$ cat src/uart_fifo_test_status_pkg.sv
// Register map, field positions and reset values of the UART FIFO test and status block.
package uart_fifo_test_status_pkg;

    localparam int          ADDR_W             = 12;
    localparam int          DATA_W             = 32;

    localparam logic [11:0] OFF_RX_BUFFER      = 12'h000;
    localparam logic [11:0] OFF_FIFO_CONTROL   = 12'h008;
    localparam logic [11:0] OFF_INT_STATUS     = 12'h00c;
    localparam logic [11:0] OFF_INT_MASK       = 12'h010;
    localparam logic [11:0] OFF_ALIAS_FIRST    = 12'h030;
    localparam logic [11:0] OFF_ALIAS_LAST     = 12'h06c;
    localparam logic [11:0] OFF_TEST_ACCESS    = 12'h070;
    localparam logic [11:0] OFF_TX_PEEK        = 12'h074;
    localparam logic [11:0] OFF_RX_INJECT      = 12'h078;
    localparam logic [11:0] OFF_STATE_FLAGS    = 12'h07c;
    localparam logic [11:0] OFF_TX_FILL        = 12'h080;
    localparam logic [11:0] OFF_RX_FILL        = 12'h084;
    localparam logic [11:0] OFF_SOFT_RESET     = 12'h088;

    localparam int          BYTE_MSB           = 7;
    localparam int          INJ_PARITY_BIT     = 8;
    localparam int          INJ_FRAMING_BIT    = 9;
    localparam int          RX_ENTRY_W         = 10;

    localparam int          FLAG_BUSY          = 0;
    localparam int          FLAG_TX_NOT_FULL   = 1;
    localparam int          FLAG_TX_EMPTY      = 2;
    localparam int          FLAG_RX_NOT_EMPTY  = 3;
    localparam int          FLAG_RX_FULL       = 4;

    localparam int          SRR_UART_RESET     = 0;
    localparam int          SRR_RX_FLUSH       = 1;
    localparam int          SRR_TX_FLUSH       = 2;

    localparam int          TEST_ENABLE_BIT    = 0;
    localparam int          FIFO_ENABLE_BIT    = 0;

    localparam int          INT_W              = 4;
    localparam int          INT_RX_DATA        = 0;
    localparam int          INT_TX_EMPTY       = 1;
    localparam int          INT_RX_OVERRUN     = 2;
    localparam int          INT_TX_OVERRUN     = 3;

    localparam logic        TEST_ENABLE_RESET  = 1'b0;
    localparam logic        FIFO_ENABLE_RESET  = 1'b1;
    localparam logic [3:0]  INT_MASK_RESET     = 4'h0;

endpackage : uart_fifo_test_status_pkg

$ cat src/uart_fifo_test_status.sv
// UART transmit/receive queues with test access, state flags and fill counts behind APB.

module sync_queue #(
    parameter int W  = 8,
    parameter int AW = 4
) (
    input  wire logic          clk,
    input  wire logic          rst_n,
    input  wire logic          ce,
    input  wire logic          flush,
    input  wire logic          cap_one,
    input  wire logic          push,
    input  wire logic [W-1:0]  push_data,
    input  wire logic          pop,
    output logic      [W-1:0]  head,
    output logic      [AW:0]   count,
    output logic               full,
    output logic               empty
);
    localparam logic [AW:0] DEPTH = {1'b1, {AW{1'b0}}};
    localparam logic [AW:0] ONE   = {{AW{1'b0}}, 1'b1};

    logic [W-1:0]  mem [2**AW];
    logic [AW-1:0] rd_ptr;
    logic [AW-1:0] wr_ptr;
    logic          do_push;
    logic          do_pop;

    // With the queues switched off the store behaves as a single holding register.
    assign full    = count >= (cap_one ? ONE : DEPTH);
    assign empty   = count == '0;
    assign head    = mem[rd_ptr];
    assign do_push = push && !full;
    assign do_pop  = pop && !empty;

    always_ff @(posedge clk) begin
        if (ce && do_push) begin
            mem[wr_ptr] <= push_data;
        end
    end

    always_ff @(posedge clk or negedge rst_n) begin
        if (!rst_n) begin
            rd_ptr <= '0;
            wr_ptr <= '0;
            count  <= '0;
        end else if (ce) begin
            if (flush) begin
                rd_ptr <= '0;
                wr_ptr <= '0;
                count  <= '0;
            end else begin
                if (do_push) begin
                    wr_ptr <= wr_ptr + 1'b1;
                end
                if (do_pop) begin
                    rd_ptr <= rd_ptr + 1'b1;
                end
                if (do_push && !do_pop) begin
                    count <= count + ONE;
                end else if (do_pop && !do_push) begin
                    count <= count - ONE;
                end
            end
        end
    end
endmodule : sync_queue

module uart_fifo_test_status
    import uart_fifo_test_status_pkg::*;
#(
    parameter int FIFO_ADDR_WIDTH = 4,
    parameter bit FIFO_ACCESS     = 1'b1,
    parameter bit FIFO_STAT       = 1'b1
) (
    input  wire logic              pclk,
    input  wire logic              presetn,
    input  wire logic              ce,
    input  wire logic [ADDR_W-1:0] paddr,
    input  wire logic              psel,
    input  wire logic              penable,
    input  wire logic              pwrite,
    input  wire logic [DATA_W-1:0] pwdata,
    output logic      [DATA_W-1:0] prdata,
    output logic                   pready,
    output logic                   pslverr,
    output logic      [7:0]        tx_data,
    output logic                   tx_valid,
    input  wire logic              tx_ready,
    input  wire logic [7:0]        rx_data,
    input  wire logic              rx_parity_error,
    input  wire logic              rx_framing_error,
    input  wire logic              rx_valid,
    input  wire logic              line_busy,
    output logic                   irq
);
    localparam int FILL_W = FIFO_ADDR_WIDTH + 1;

    // The fill counts and queue pointers serve address widths of 1 to 8 only.
    if (FIFO_ADDR_WIDTH < 1 || FIFO_ADDR_WIDTH > 8) begin : g_bad_width
        $error("FIFO_ADDR_WIDTH must lie between 1 and 8");
    end

    logic                  soft_reset;
    logic                  uart_rst_n;
    logic                  test_enable;
    logic                  fifo_enable;
    logic [INT_W-1:0]      int_status;
    logic [INT_W-1:0]      int_mask;
    logic                  tx_empty_seen;

    logic                  setup;
    logic                  access_done;
    logic                  wr_done;
    logic                  rd_done;
    logic                  alias_hit;
    logic                  mapped;
    logic [DATA_W-1:0]     read_value;

    logic [7:0]            tx_head;
    logic [FILL_W-1:0]     tx_count;
    logic                  tx_full;
    logic                  tx_empty;
    logic                  tx_push;
    logic                  tx_drain;
    logic                  tx_peek_pop;
    logic                  tx_flush;

    logic [RX_ENTRY_W-1:0] rx_head;
    logic [RX_ENTRY_W-1:0] rx_entry;
    logic [FILL_W-1:0]     rx_count;
    logic                  rx_full;
    logic                  rx_empty;
    logic                  rx_inject;
    logic                  rx_push;
    logic                  rx_pop;
    logic                  rx_flush;
    logic [INT_W-1:0]      events;
    logic [INT_W-1:0]      next_int_status;
    logic [4:0]            state_flags;

    assign setup       = psel && !penable;
    assign access_done = ce && psel && penable && pready;
    assign wr_done     = access_done && pwrite;
    assign rd_done     = access_done && !pwrite;

    assign alias_hit = paddr >= OFF_ALIAS_FIRST && paddr <= OFF_ALIAS_LAST && paddr[1:0] == 2'b00;

    always_ff @(posedge pclk or negedge presetn) begin
        if (!presetn) begin
            soft_reset <= 1'b0;
        end else if (ce) begin
            soft_reset <= wr_done && paddr == OFF_SOFT_RESET && pwdata[SRR_UART_RESET];
        end
    end

    // The pulse asserts the UART reset at once and its removal lands on a clock edge.
    assign uart_rst_n = presetn && !soft_reset;

    assign tx_flush = wr_done && paddr == OFF_SOFT_RESET && pwdata[SRR_TX_FLUSH] && fifo_enable;
    assign rx_flush = wr_done && paddr == OFF_SOFT_RESET && pwdata[SRR_RX_FLUSH] && fifo_enable;

    always_ff @(posedge pclk or negedge uart_rst_n) begin
        if (!uart_rst_n) begin
            test_enable <= TEST_ENABLE_RESET;
            fifo_enable <= FIFO_ENABLE_RESET;
            int_mask    <= INT_MASK_RESET;
        end else if (ce && wr_done) begin
            if (paddr == OFF_TEST_ACCESS && FIFO_ACCESS) begin
                test_enable <= pwdata[TEST_ENABLE_BIT];
            end
            if (paddr == OFF_FIFO_CONTROL) begin
                fifo_enable <= pwdata[FIFO_ENABLE_BIT];
            end
            if (paddr == OFF_INT_MASK) begin
                int_mask <= pwdata[INT_W-1:0];
            end
        end
    end

    assign tx_push = wr_done && alias_hit;

    assign tx_peek_pop = rd_done && paddr == OFF_TX_PEEK && test_enable && FIFO_ACCESS;

    // The transmitter is held off in test mode so that the peek sees an undisturbed head.
    assign tx_drain = (!tx_valid || tx_ready) && !test_enable && !tx_empty;

    sync_queue #(
        .W  (8),
        .AW (FIFO_ADDR_WIDTH)
    ) tx_queue (
        .clk       (pclk),
        .rst_n     (uart_rst_n),
        .ce        (ce),
        .flush     (tx_flush),
        .cap_one   (!fifo_enable),
        .push      (tx_push),
        .push_data (pwdata[BYTE_MSB:0]),
        .pop       (tx_drain || tx_peek_pop),
        .head      (tx_head),
        .count     (tx_count),
        .full      (tx_full),
        .empty     (tx_empty)
    );

    always_ff @(posedge pclk or negedge uart_rst_n) begin
        if (!uart_rst_n) begin
            tx_valid <= 1'b0;
            tx_data  <= 8'h00;
        end else if (ce && (!tx_valid || tx_ready)) begin
            tx_valid <= tx_drain;
            if (tx_drain) begin
                tx_data <= tx_head;
            end
        end
    end

    assign rx_inject = wr_done && paddr == OFF_RX_INJECT && test_enable && FIFO_ACCESS;
    assign rx_push   = rx_inject || (rx_valid && !test_enable);
    assign rx_pop    = rd_done && paddr == OFF_RX_BUFFER;

    always_comb begin
        if (rx_inject) begin
            rx_entry[INJ_FRAMING_BIT] = pwdata[INJ_FRAMING_BIT];
            rx_entry[INJ_PARITY_BIT]  = pwdata[INJ_PARITY_BIT];
            rx_entry[BYTE_MSB:0]      = pwdata[BYTE_MSB:0];
        end else begin
            rx_entry = {rx_framing_error, rx_parity_error, rx_data};
        end
    end

    sync_queue #(
        .W  (RX_ENTRY_W),
        .AW (FIFO_ADDR_WIDTH)
    ) rx_queue (
        .clk       (pclk),
        .rst_n     (uart_rst_n),
        .ce        (ce),
        .flush     (rx_flush),
        .cap_one   (!fifo_enable),
        .push      (rx_push),
        .push_data (rx_entry),
        .pop       (rx_pop),
        .head      (rx_head),
        .count     (rx_count),
        .full      (rx_full),
        .empty     (rx_empty)
    );

    // Interrupt events; a new event wins over a write-one clear in the same cycle.
    always_comb begin
        events                 = '0;
        events[INT_RX_DATA]    = rx_push && !rx_full;
        events[INT_RX_OVERRUN] = rx_push && rx_full;
        events[INT_TX_OVERRUN] = tx_push && tx_full;
        events[INT_TX_EMPTY]   = tx_empty && !tx_empty_seen;
        next_int_status        = int_status;
        if (wr_done && paddr == OFF_INT_STATUS) begin
            next_int_status = int_status & ~pwdata[INT_W-1:0];
        end
        next_int_status = next_int_status | events;
    end

    always_ff @(posedge pclk or negedge uart_rst_n) begin
        if (!uart_rst_n) begin
            int_status    <= '0;
            tx_empty_seen <= 1'b1;
            irq           <= 1'b0;
        end else if (ce) begin
            int_status    <= next_int_status;
            tx_empty_seen <= tx_empty;
            irq           <= |(next_int_status & int_mask);
        end
    end

    always_comb begin
        state_flags                    = '0;
        if (FIFO_STAT) begin
            state_flags[FLAG_RX_FULL]      = rx_full;
            state_flags[FLAG_RX_NOT_EMPTY] = !rx_empty;
            state_flags[FLAG_TX_EMPTY]     = tx_empty;
            state_flags[FLAG_TX_NOT_FULL]  = !tx_full;
        end
        state_flags[FLAG_BUSY] = line_busy || tx_valid;
    end

    always_comb begin
        read_value = '0;
        mapped     = 1'b1;
        if (alias_hit) begin
            mapped = 1'b1;
        end else begin
            unique case (paddr)
                OFF_RX_BUFFER:    read_value[RX_ENTRY_W-1:0] = rx_head;
                OFF_FIFO_CONTROL: read_value[FIFO_ENABLE_BIT] = fifo_enable;
                OFF_INT_STATUS:   read_value[INT_W-1:0] = int_status;
                OFF_INT_MASK:     read_value[INT_W-1:0] = int_mask;
                OFF_TEST_ACCESS:  read_value[TEST_ENABLE_BIT] = test_enable;
                OFF_TX_PEEK: begin
                    if (test_enable && FIFO_ACCESS) begin
                        read_value[BYTE_MSB:0] = tx_head;
                    end
                end
                OFF_RX_INJECT:    read_value = '0;
                OFF_STATE_FLAGS:  read_value[4:0] = state_flags;
                OFF_TX_FILL: begin
                    if (FIFO_STAT) begin
                        read_value[FILL_W-1:0] = tx_count;
                    end
                end
                OFF_RX_FILL: begin
                    if (FIFO_STAT) begin
                        read_value[FILL_W-1:0] = rx_count;
                    end
                end
                OFF_SOFT_RESET:   read_value = '0;
                default:          mapped = 1'b0;
            endcase
        end
    end

    // A transfer whose setup cycle has ce high completes in its first access cycle; the answer is captured at setup.
    always_ff @(posedge pclk or negedge presetn) begin
        if (!presetn) begin
            pready  <= 1'b0;
            prdata  <= '0;
            pslverr <= 1'b0;
        end else if (ce) begin
            pready <= setup;
            if (setup) begin
                prdata  <= pwrite ? '0 : read_value;
                pslverr <= !mapped;
            end else begin
                pslverr <= 1'b0;
            end
        end
    end

endmodule : uart_fifo_test_status

$ cat config.mk
export PLATFORM = sky130hd
export DESIGN_NAME = uart_fifo_test_status
export DESIGN_NICKNAME = d
export VERILOG_FILES = /design/src/uart_fifo_test_status_pkg.sv /design/src/uart_fifo_test_status.sv
export SDC_FILE = /design/constraint.sdc
export NUM_CORES = 1
export LEC_CHECK = 0
export BUFFER_PORTS_ARGS = -buffer_cell sky130_fd_sc_hd__buf_2
export CORE_UTILIZATION = 55
export CTS_BUF_LIST = sky130_fd_sc_hd__clkbuf_4
export CTS_CLUSTER_DIAMETER = 150
export CTS_CLUSTER_SIZE = 20
export DETAILED_ROUTE_END_ITERATION = 12
export HOLD_SLACK_MARGIN = 0.06
export PLACE_DENSITY = 0.74
export SLEW_MARGIN = 20
export SYNTH_ARGS = -nofsm -noshare
export SYNTH_HDL_FRONTEND = slang
export SYNTH_SLANG_ARGS = --single-unit
export TNS_END_PERCENT = 5
$ cat constraint.sdc
create_clock -name pclk -period 8.4 [get_ports pclk]
set_clock_uncertainty 0.1 [all_clocks]
set_input_delay 1.26 -clock pclk [delete_from_list [all_inputs] [get_ports pclk]]
set_output_delay 1.26 -clock pclk [all_outputs]
set_load 0.03 [all_outputs]
==> results of run 1 <==
[power by group]
group,total [W],internal (W),switching [W]
Combinational,0.000859,0.000370,0.000489
Sequential,0.00205,0.00194,0.000109
Clock,0.000685,0.000195,0.000490
[how the worst max path moves through the flow]
stage | endpoint | slack (ns) | depth (start not counted)
after global placement | tx_queue.count[4] | 3.47 | 12
after global routing | tx_queue.count[4] | 4.08 | 12
after CTS | tx_queue.count[4] | 4.24 | 12
after floorplan | tx_queue.count[4] | 3.78 | 12
after detailed placement | tx_queue.count[4] | 3.45 | 12
final | tx_queue.count[4] | 4.18 | 12
[layer usage]
metal  up-vias  routed length (um)  share of wire  track usage
li1       3696                   -              -            -
met4         0                 629          0.019      0.05217
met1      4325               14300           0.43       0.3581
met2       315               16000           0.48       0.3884
met5         -                   0              0            0
met3        40                2209          0.067      0.04020
[critical path: cells and delay by family]
kind            cells  cell delay [ns]
simple gates        4             1.36
buf+inv             2             0.34
compound gates      4             1.13
mux                 1             0.19
fa+ha+maj           1             0.48
[registers in the layout, summed over array words and instances, names as in the netlist, 5 cells and up]
| register | cells |
|---|---|
| rx_queue.mem | 160 |
| tx_queue.mem | 128 |
| prdata | 10 |
| tx_data | 8 |
| rx_queue.count | 5 |
| tx_queue.count | 5 |
[final cells by class]
class	count	area [um^2]	share of cell area
antenna	1	2.502	0.0001557
tap	341	426.7	0.02655
clock inverter	1	16.27	0.001012
clock buffer	36	270.3	0.01682
inverter	22	82.58	0.005139
timing repair buffer	76	415.4	0.02585
multi-input combinational	507	4700	0.2925
sequential	348	10150	0.6320
[cell usage in the layout, fill, tap and decap left out, types with 14 or more instances in the layout]
cell type	netlist	layout
edfxtp_1	288	288
mux4_2	78	78
nand2_1	64	64
buf_2	8	62
dfrtp_1	58	56
clkbuf_4	0	36
nor2_1	33	33
mux2_2	32	32
and2_1	27	27
nor3_1	24	24
conb_1	1	22
inv_1	21	21
ha_1	21	21
o21ai_0	19	19
mux2i_1	15	15
a22oi_1	15	15
a21oi_1	14	14
buf_4	22	14
[logic make-up after synthesis]
kind of cell / share of synthesized area
fa+ha+maj: 0.01996
flops: 0.6692
mux: 0.1494
buf+inv: 0.02713
xor+xnor: 0.009237
other cells: 0.0002472
simple gates: 0.07629
compound gates: 0.04850
[stage by stage]
stage | hold slack, ns | instances | cell area, um^2 | setup slack, ns | power [W]
global route | 0.2622 | 1332 | 16070 | 4.080 | 0.003755
finish | 0.3041 | 1332 | 16070 | 4.178 | 0.003594
global placement | 0.3939 | 1294 | 15780 | 3.471 | 0.002922
floorplan | 0.3664 | 938 | 15250 | 3.778 | 0.002684
CTS | 0.2620 | 1331 | 16070 | 4.241 | 0.003612
detailed placement | 0.3924 | 1294 | 15780 | 3.454 | 0.002945
==> summary.txt, run 1 <==
Status
  – Status: finished clean

Clocking
  – Clock insertion delay at the later pin of the skew report: 0.71 ns
  – # clock sinks: 348
  – CTS max path bufs: 3
  – Number of H-tree levels: 1
  – # hold bufs at CTS: 0
  – Total CTS buffers: 21
  – TritonCTS clock tree: done
  – Buffers inserted by post-CTS timing repair: 0
  – Clk root buf: clkbuf_4
  – Clock slew at reported path FFs: 0.22 ns
  – Post_cts resized: 0

STA
  – RSZ-0062 raised after global routing: no
  – Worst-Margin Slew: 0.9157 ns
  – Slew Limit Fails: 0
  – Fmax: 236.8 MHz
  – Setup TNS: 0 ns
  – Slew headroom: 0.3889
  – Final Hold Fails: 0
  – Crit share post-route: 0.5026
  – Fin crit period: 4.222 ns
  – Final-report setup violation count: 0

Route
  – Initial drt markers: 746
  – DR WL/cell: 24.88 um
  – Vias/cell: 6.288
  – DRC: 0
  – Vias: 8,376
  – Routed Antenna Nets: 0
  – Pre-Repair DR Iteration Count: 5
  – Post-Route WL: 33,140 um

Setup path
  – Critical Path RT: 8.96 ns
  – Setup crit start: paddr[9]
  – CP arrival: 4.79 ns
  – CP most frequent cell: a21o_1
  – Setup CP Type: in2reg
  – Flop2flop setup slack: 4.78 ns
  – Worst Setup Start Kind: primary input
  – RR Startpoint: fifo_enable
  – Reg-to-Reg End: tx_queue.count[4]
  – CP Cell Sequence: buf_2 -> or4_4 -> a2111oi_2 -> nor3b_1 -> buf_4 -> nand2_1 -> fa_1 -> a21o_1 -> a21o_1 -> or3_1 -> a21oi_1 -> mux2i_1
  – Critical path peak fanout: 12
  – CP max stage delay: 0.62 ns
  – Critical Path Sink Type: register
  – Reg2reg path depth: 13
  – CP max-delay cell: or4_4

GRT
  – Vias in the first global route: 8,179
  – Gr ovfl total: 0
  – Largest net degree at the start of global routing: 49
  – First-pass GRT wire length: 50,400 um
  – Initial antenna violation count: 1
  – Total track usage: 0.2433

Flow run
  – Max Cap Viol: 0

Finish
  – Final Core Density: 0.5945
  – Layout cell share with drive strength beyond 1: 0.2465
  – Area Growth Syn to Fin: 5.913%
  – Fill cells: 2,013
  – Final nets: 1,062

Place
  – DP HPWL: 21,910 um
  – Port Buffers: 62
  – Placer Congestion: 0.9397

Synth
  – Sequential area share after synthesis: 0.6692
  – Synth area leader: edfxtp_1
  – Number of synthesized flops with an enable pin: 288
  – FF+latch count, synth: 348
  – Synth Cell Area: 15,170 um^2
  – Asr flop ratio synth: 0.1724
  – Synth warn: 0
  – Post-Synthesis Cells: 917
  – Top cells by area, synth: edfxtp_1 57%, mux4_2 12%, dfrtp_1 9.6%, mux2_2 2.4%, ha_1 1.7%
  – Commonest register cell after synthesis: edfxtp_1
  – Library cells used by synthesis: 69
  – Post-synth top area share: 0.5701
  – Most common cell in the netlist: edfxtp_1
  – Post-synth top cells: 288 x edfxtp_1, 78 x mux4_2, 64 x nand2_1
  – Syn avg cell area: 16.54 um^2

Pwr
  – LEAKAGE: 5.466 nW
  – PD cells: 223.7 nW/um^2
  – Worst VDD drop: 0.1479 mV

Floorplanning
  – Initial Util: 0.5613
  – Die Span X: 168.1 um
  – # IOs: 107
  – DIE HEIGHT: 168.1 um
  – Die ar.: 28,250 um^2
  – Rows: 60
  – Core ar.: 27,030 um^2

Hold path
  – Worst Hold Class: in2async
(Power assumes the default switching activity.)
==> run 2, diff against run 1 <==
--- a/config.mk
+++ b/config.mk
@@ -12,7 +12,7 @@
 export CTS_CLUSTER_SIZE = 20
 export DETAILED_ROUTE_END_ITERATION = 12
 export HOLD_SLACK_MARGIN = 0.06
-export PLACE_DENSITY = 0.74
+export PLACE_DENSITY = 0.77
 export SLEW_MARGIN = 20
 export SYNTH_ARGS = -nofsm -noshare
 export SYNTH_HDL_FRONTEND = slang
==> constraint.sdc (replaced) <==
create_clock -name pclk -period 3.55 [get_ports pclk]
set_clock_uncertainty 0.1 [all_clocks]
set_input_delay 0.5325 -clock pclk [delete_from_list [all_inputs] [get_ports pclk]]
set_output_delay 0.5325 -clock pclk [all_outputs]
set_load 0.03 [all_outputs]
==> run 2 against run 1 <==
  * Wire length up 3.9%
  * Register-to-register slack worse by 4.5 ns
  * Highest routed layer unchanged
  * Final area up 4.2%
  * Setup slack worse by 3.9 ns
  * Global-route usage up 0.81 points
  * Final cell count up 5.9%
  * Clock-buffer cell count unchanged
  * Worst hold slack worse by 0.17 ns
  * First-iteration DRC count up 24%
==> summary.txt, run 2 (synthesis gave the netlist of run 1 again) <==
Status
  – Status: finished clean

Route
  – Initial drt markers: 926 (+24%)
  – DR WL/cell: 24.41 um (-1.9%)
  – Routed Antenna Nets: 0 (unchanged)
  – Pre-Repair DR Iteration Count: 5 (unchanged)
  – Vias: 8,760 (+4.6%)
  – DRC: 0 (unchanged)
  – Vias/cell: 6.213 (-1.2%)
  – Post-Route WL: 34,430 um (+3.9%)

Finish
  – Non-filler cells, final: 1,410 (+5.9%)
  – Layout cell share with drive strength beyond 1: 0.3024 (+0.05597)
  – Final Core Density: 0.6192 (+0.02468)
  – Finished Cell Area: 16,730 um^2 (+4.2%)
  – Max reg flops: 160 (unchanged)
  – Multi-input gate area: 4726 um^2 (+0.56%)
  – Largest Register: rx_queue.mem
  – Seq. cell area: 10,150 um^2 (unchanged)
  – Fill cells: 1,916 (-4.8%)
  – Final nets: 1,140 (+7.3%)
  – Area Growth Syn to Fin: 10.31%
  – Top flop regs: rx_queue.mem x160, tx_queue.mem x128, prdata x10
  – Commonest non-fill, non-tap cell in the layout: edfxtp_1
  – Commonest cells after routing, fill and taps aside: 288 x edfxtp_1, 86 x buf_4, 78 x mux4_2, 63 x nand2_1, 62 x buf_2

Floorplanning
  – Rows: 60 (unchanged)
  – DIE HEIGHT: 168.1 um (unchanged)
  – # IOs: 107 (unchanged)
  – Initial Util: 0.5613 (unchanged)
  – Core ar.: 27,030 um^2 (unchanged)
  – Die Span X: 168.1 um (unchanged)
  – Die ar.: 28,250 um^2 (unchanged)

STA
  – RSZ-0062 raised after global routing: no
  – Crit share post-route: 0.9231
  – Final-report setup violation count: 0 (unchanged)
  – Slew headroom: 0.3822 (-0.006722)
  – Fin crit period: 3.277 ns
  – Fmax: 305.1 MHz
  – Slew Limit Fails: 0 (unchanged)
  – Min Hold Slack: 0.1309 ns (-0.1733 ns)
  – Worst-Margin Slew: 0.9267 ns (+0.01107 ns)
  – Setup TNS: 0 ns (unchanged)
  – Final Hold Fails: 0 (unchanged)

Setup path
  – Reg2reg path depth: 12 (-1)
  – Flop2flop setup slack: 0.27 ns (-4.51 ns)
  – Worst Setup Start Kind: register
  – CP Cell Sequence: inv_1 -> ha_1 -> nor2_1 -> a31oi_1 -> nor3b_4 -> nand2_2 -> fa_2 -> a21o_1 -> a21o_1 -> or3_1 -> a21oi_1 -> mux2i_1
  – RR Startpoint: fifo_enable
  – Critical Path Sink Type: register
  – CP arrival: 3.81 ns (-0.98 ns)
  – Critical path peak fanout: 5 (-7)
  – Critical Path RT: 4.08 ns (-4.88 ns)
  – Setup CP Type: reg2reg
  – CP most frequent cell: a21o_1
  – CP max stage delay: 0.61 ns (about the same)
  – CP max-delay cell: dfstp_2
  – Reg-to-Reg End: tx_queue.count[4]

Clocking
  – Number of H-tree levels: 1 (unchanged)
  – TritonCTS clock tree: done
  – Clock insertion delay at the later pin of the skew report: 0.70 ns (about the same)
  – Clock slew at reported path FFs: 0.22 ns (about the same)
  – Clk root buf: clkbuf_4
  – Total CTS buffers: 21 (unchanged)
  – CTS max path bufs: 3 (unchanged)
  – # clock sinks: 348 (unchanged)

Pwr
  – PD cells: 513.9 nW/um^2 (+130%)
  – LEAKAGE: 5.897 nW (+7.9%)
  – Worst VDD drop: 0.3380 mV (+130%)

GRT
  – Largest net degree at the start of global routing: 35 (-29%)
  – First-pass GRT wire length: 52,250 um (+3.7%)
  – Gr ovfl total: 0 (unchanged)
  – Initial antenna violation count: 1 (unchanged)
  – Total track usage: 0.2514 (+0.008111)
  – Vias in the first global route: 8,565 (+4.7%)

Hold path
  – Worst Hold Class: in2async

Place
  – Placer Congestion: 0.9260 (-1.5%)
  – Port Buffers: 62 (unchanged)
  – Inst Count DP: 1,368 (+5.7%)
  – Placed cell area: 16,410 um^2 (+4.0%)
  – DP HPWL: 23,800 um (+8.6%)

Flow run
  – Max Cap Viol: 0 (unchanged)
run 2: worst max-delay path by stage:
stage | from | endpoint | slack [ns] | depth (start not counted)
finish | fifo_enable | tx_queue.count[4] | 0.27 | 12
CTS | fifo_enable | rx_queue.count[4] | 0.20 | 13
detailed placement | paddr[9] | tx_queue.count[4] | -0.05 | 12
floorplan | paddr[9] | rx_queue.count[4] | -0.01 | 12
global placement | paddr[9] | tx_queue.count[4] | 0.008 | 12
global route | fifo_enable | rx_queue.count[4] | 0.04 | 13
run 2: metal layers:
layer	global-route usage	vias up	share of wire
li1	-	3843	-
met1	0.3580	4479	0.42
met2	0.4060	377	0.48
met3	0.04208	61	0.077
met4	0.07075	0	0.025
met5	0	-	0
run 2: cell type report:
| class | instances | area share |
|---|---|---|
| Sequential cell | 348 | 0.6068 |
| Multi-Input combinational cell | 507 | 0.2824 |
| Timing Repair Buffer | 154 | 0.06310 |
| Tap cell | 341 | 0.02550 |
| Clock buffer | 36 | 0.01615 |
| Inverter | 22 | 0.004935 |
| Clock inverter | 1 | 0.0009720 |
| Antenna cell | 1 | 0.0001495 |
run 2: critical path, delay by kind of cell (launching register included):
kind            cells  cell delay (ns)
simple gates        4             0.78
compound gates      4             0.72
fa+ha+maj           2             0.67
flops               1             0.61
mux                 1             0.21
buf+inv             1             0.11
run 2: stage by stage:
step / setup slack, ns / total power (W)
finish: 0.2729 / 0.008599
global route: 0.04439 / 0.008959
CTS: 0.1995 / 0.008630
detailed placement: -0.04753 / 0.007064
global placement: 0.007564 / 0.007010
floorplan: -0.01365 / 0.006357
run 2: repair_timing:
action,4_1_cts,5_1_grt
setup endpoints to repair,0,1
gates resized for setup,0,1
endpoints found under the hold margin,14,0
buffers inserted,0,2
hold buffers,2,0
run 2: power breakdown:
| group | switching [W] | internal, W | total [W] |
|---|---|---|---|
| Combinational | 0.00121 | 0.000967 | 0.00217 |
| Sequential | 0.000232 | 0.00459 | 0.00483 |
| Clock | 0.00114 | 0.000461 | 0.00160 |
| Total | 0.00258 | 0.00602 | 0.00860 |
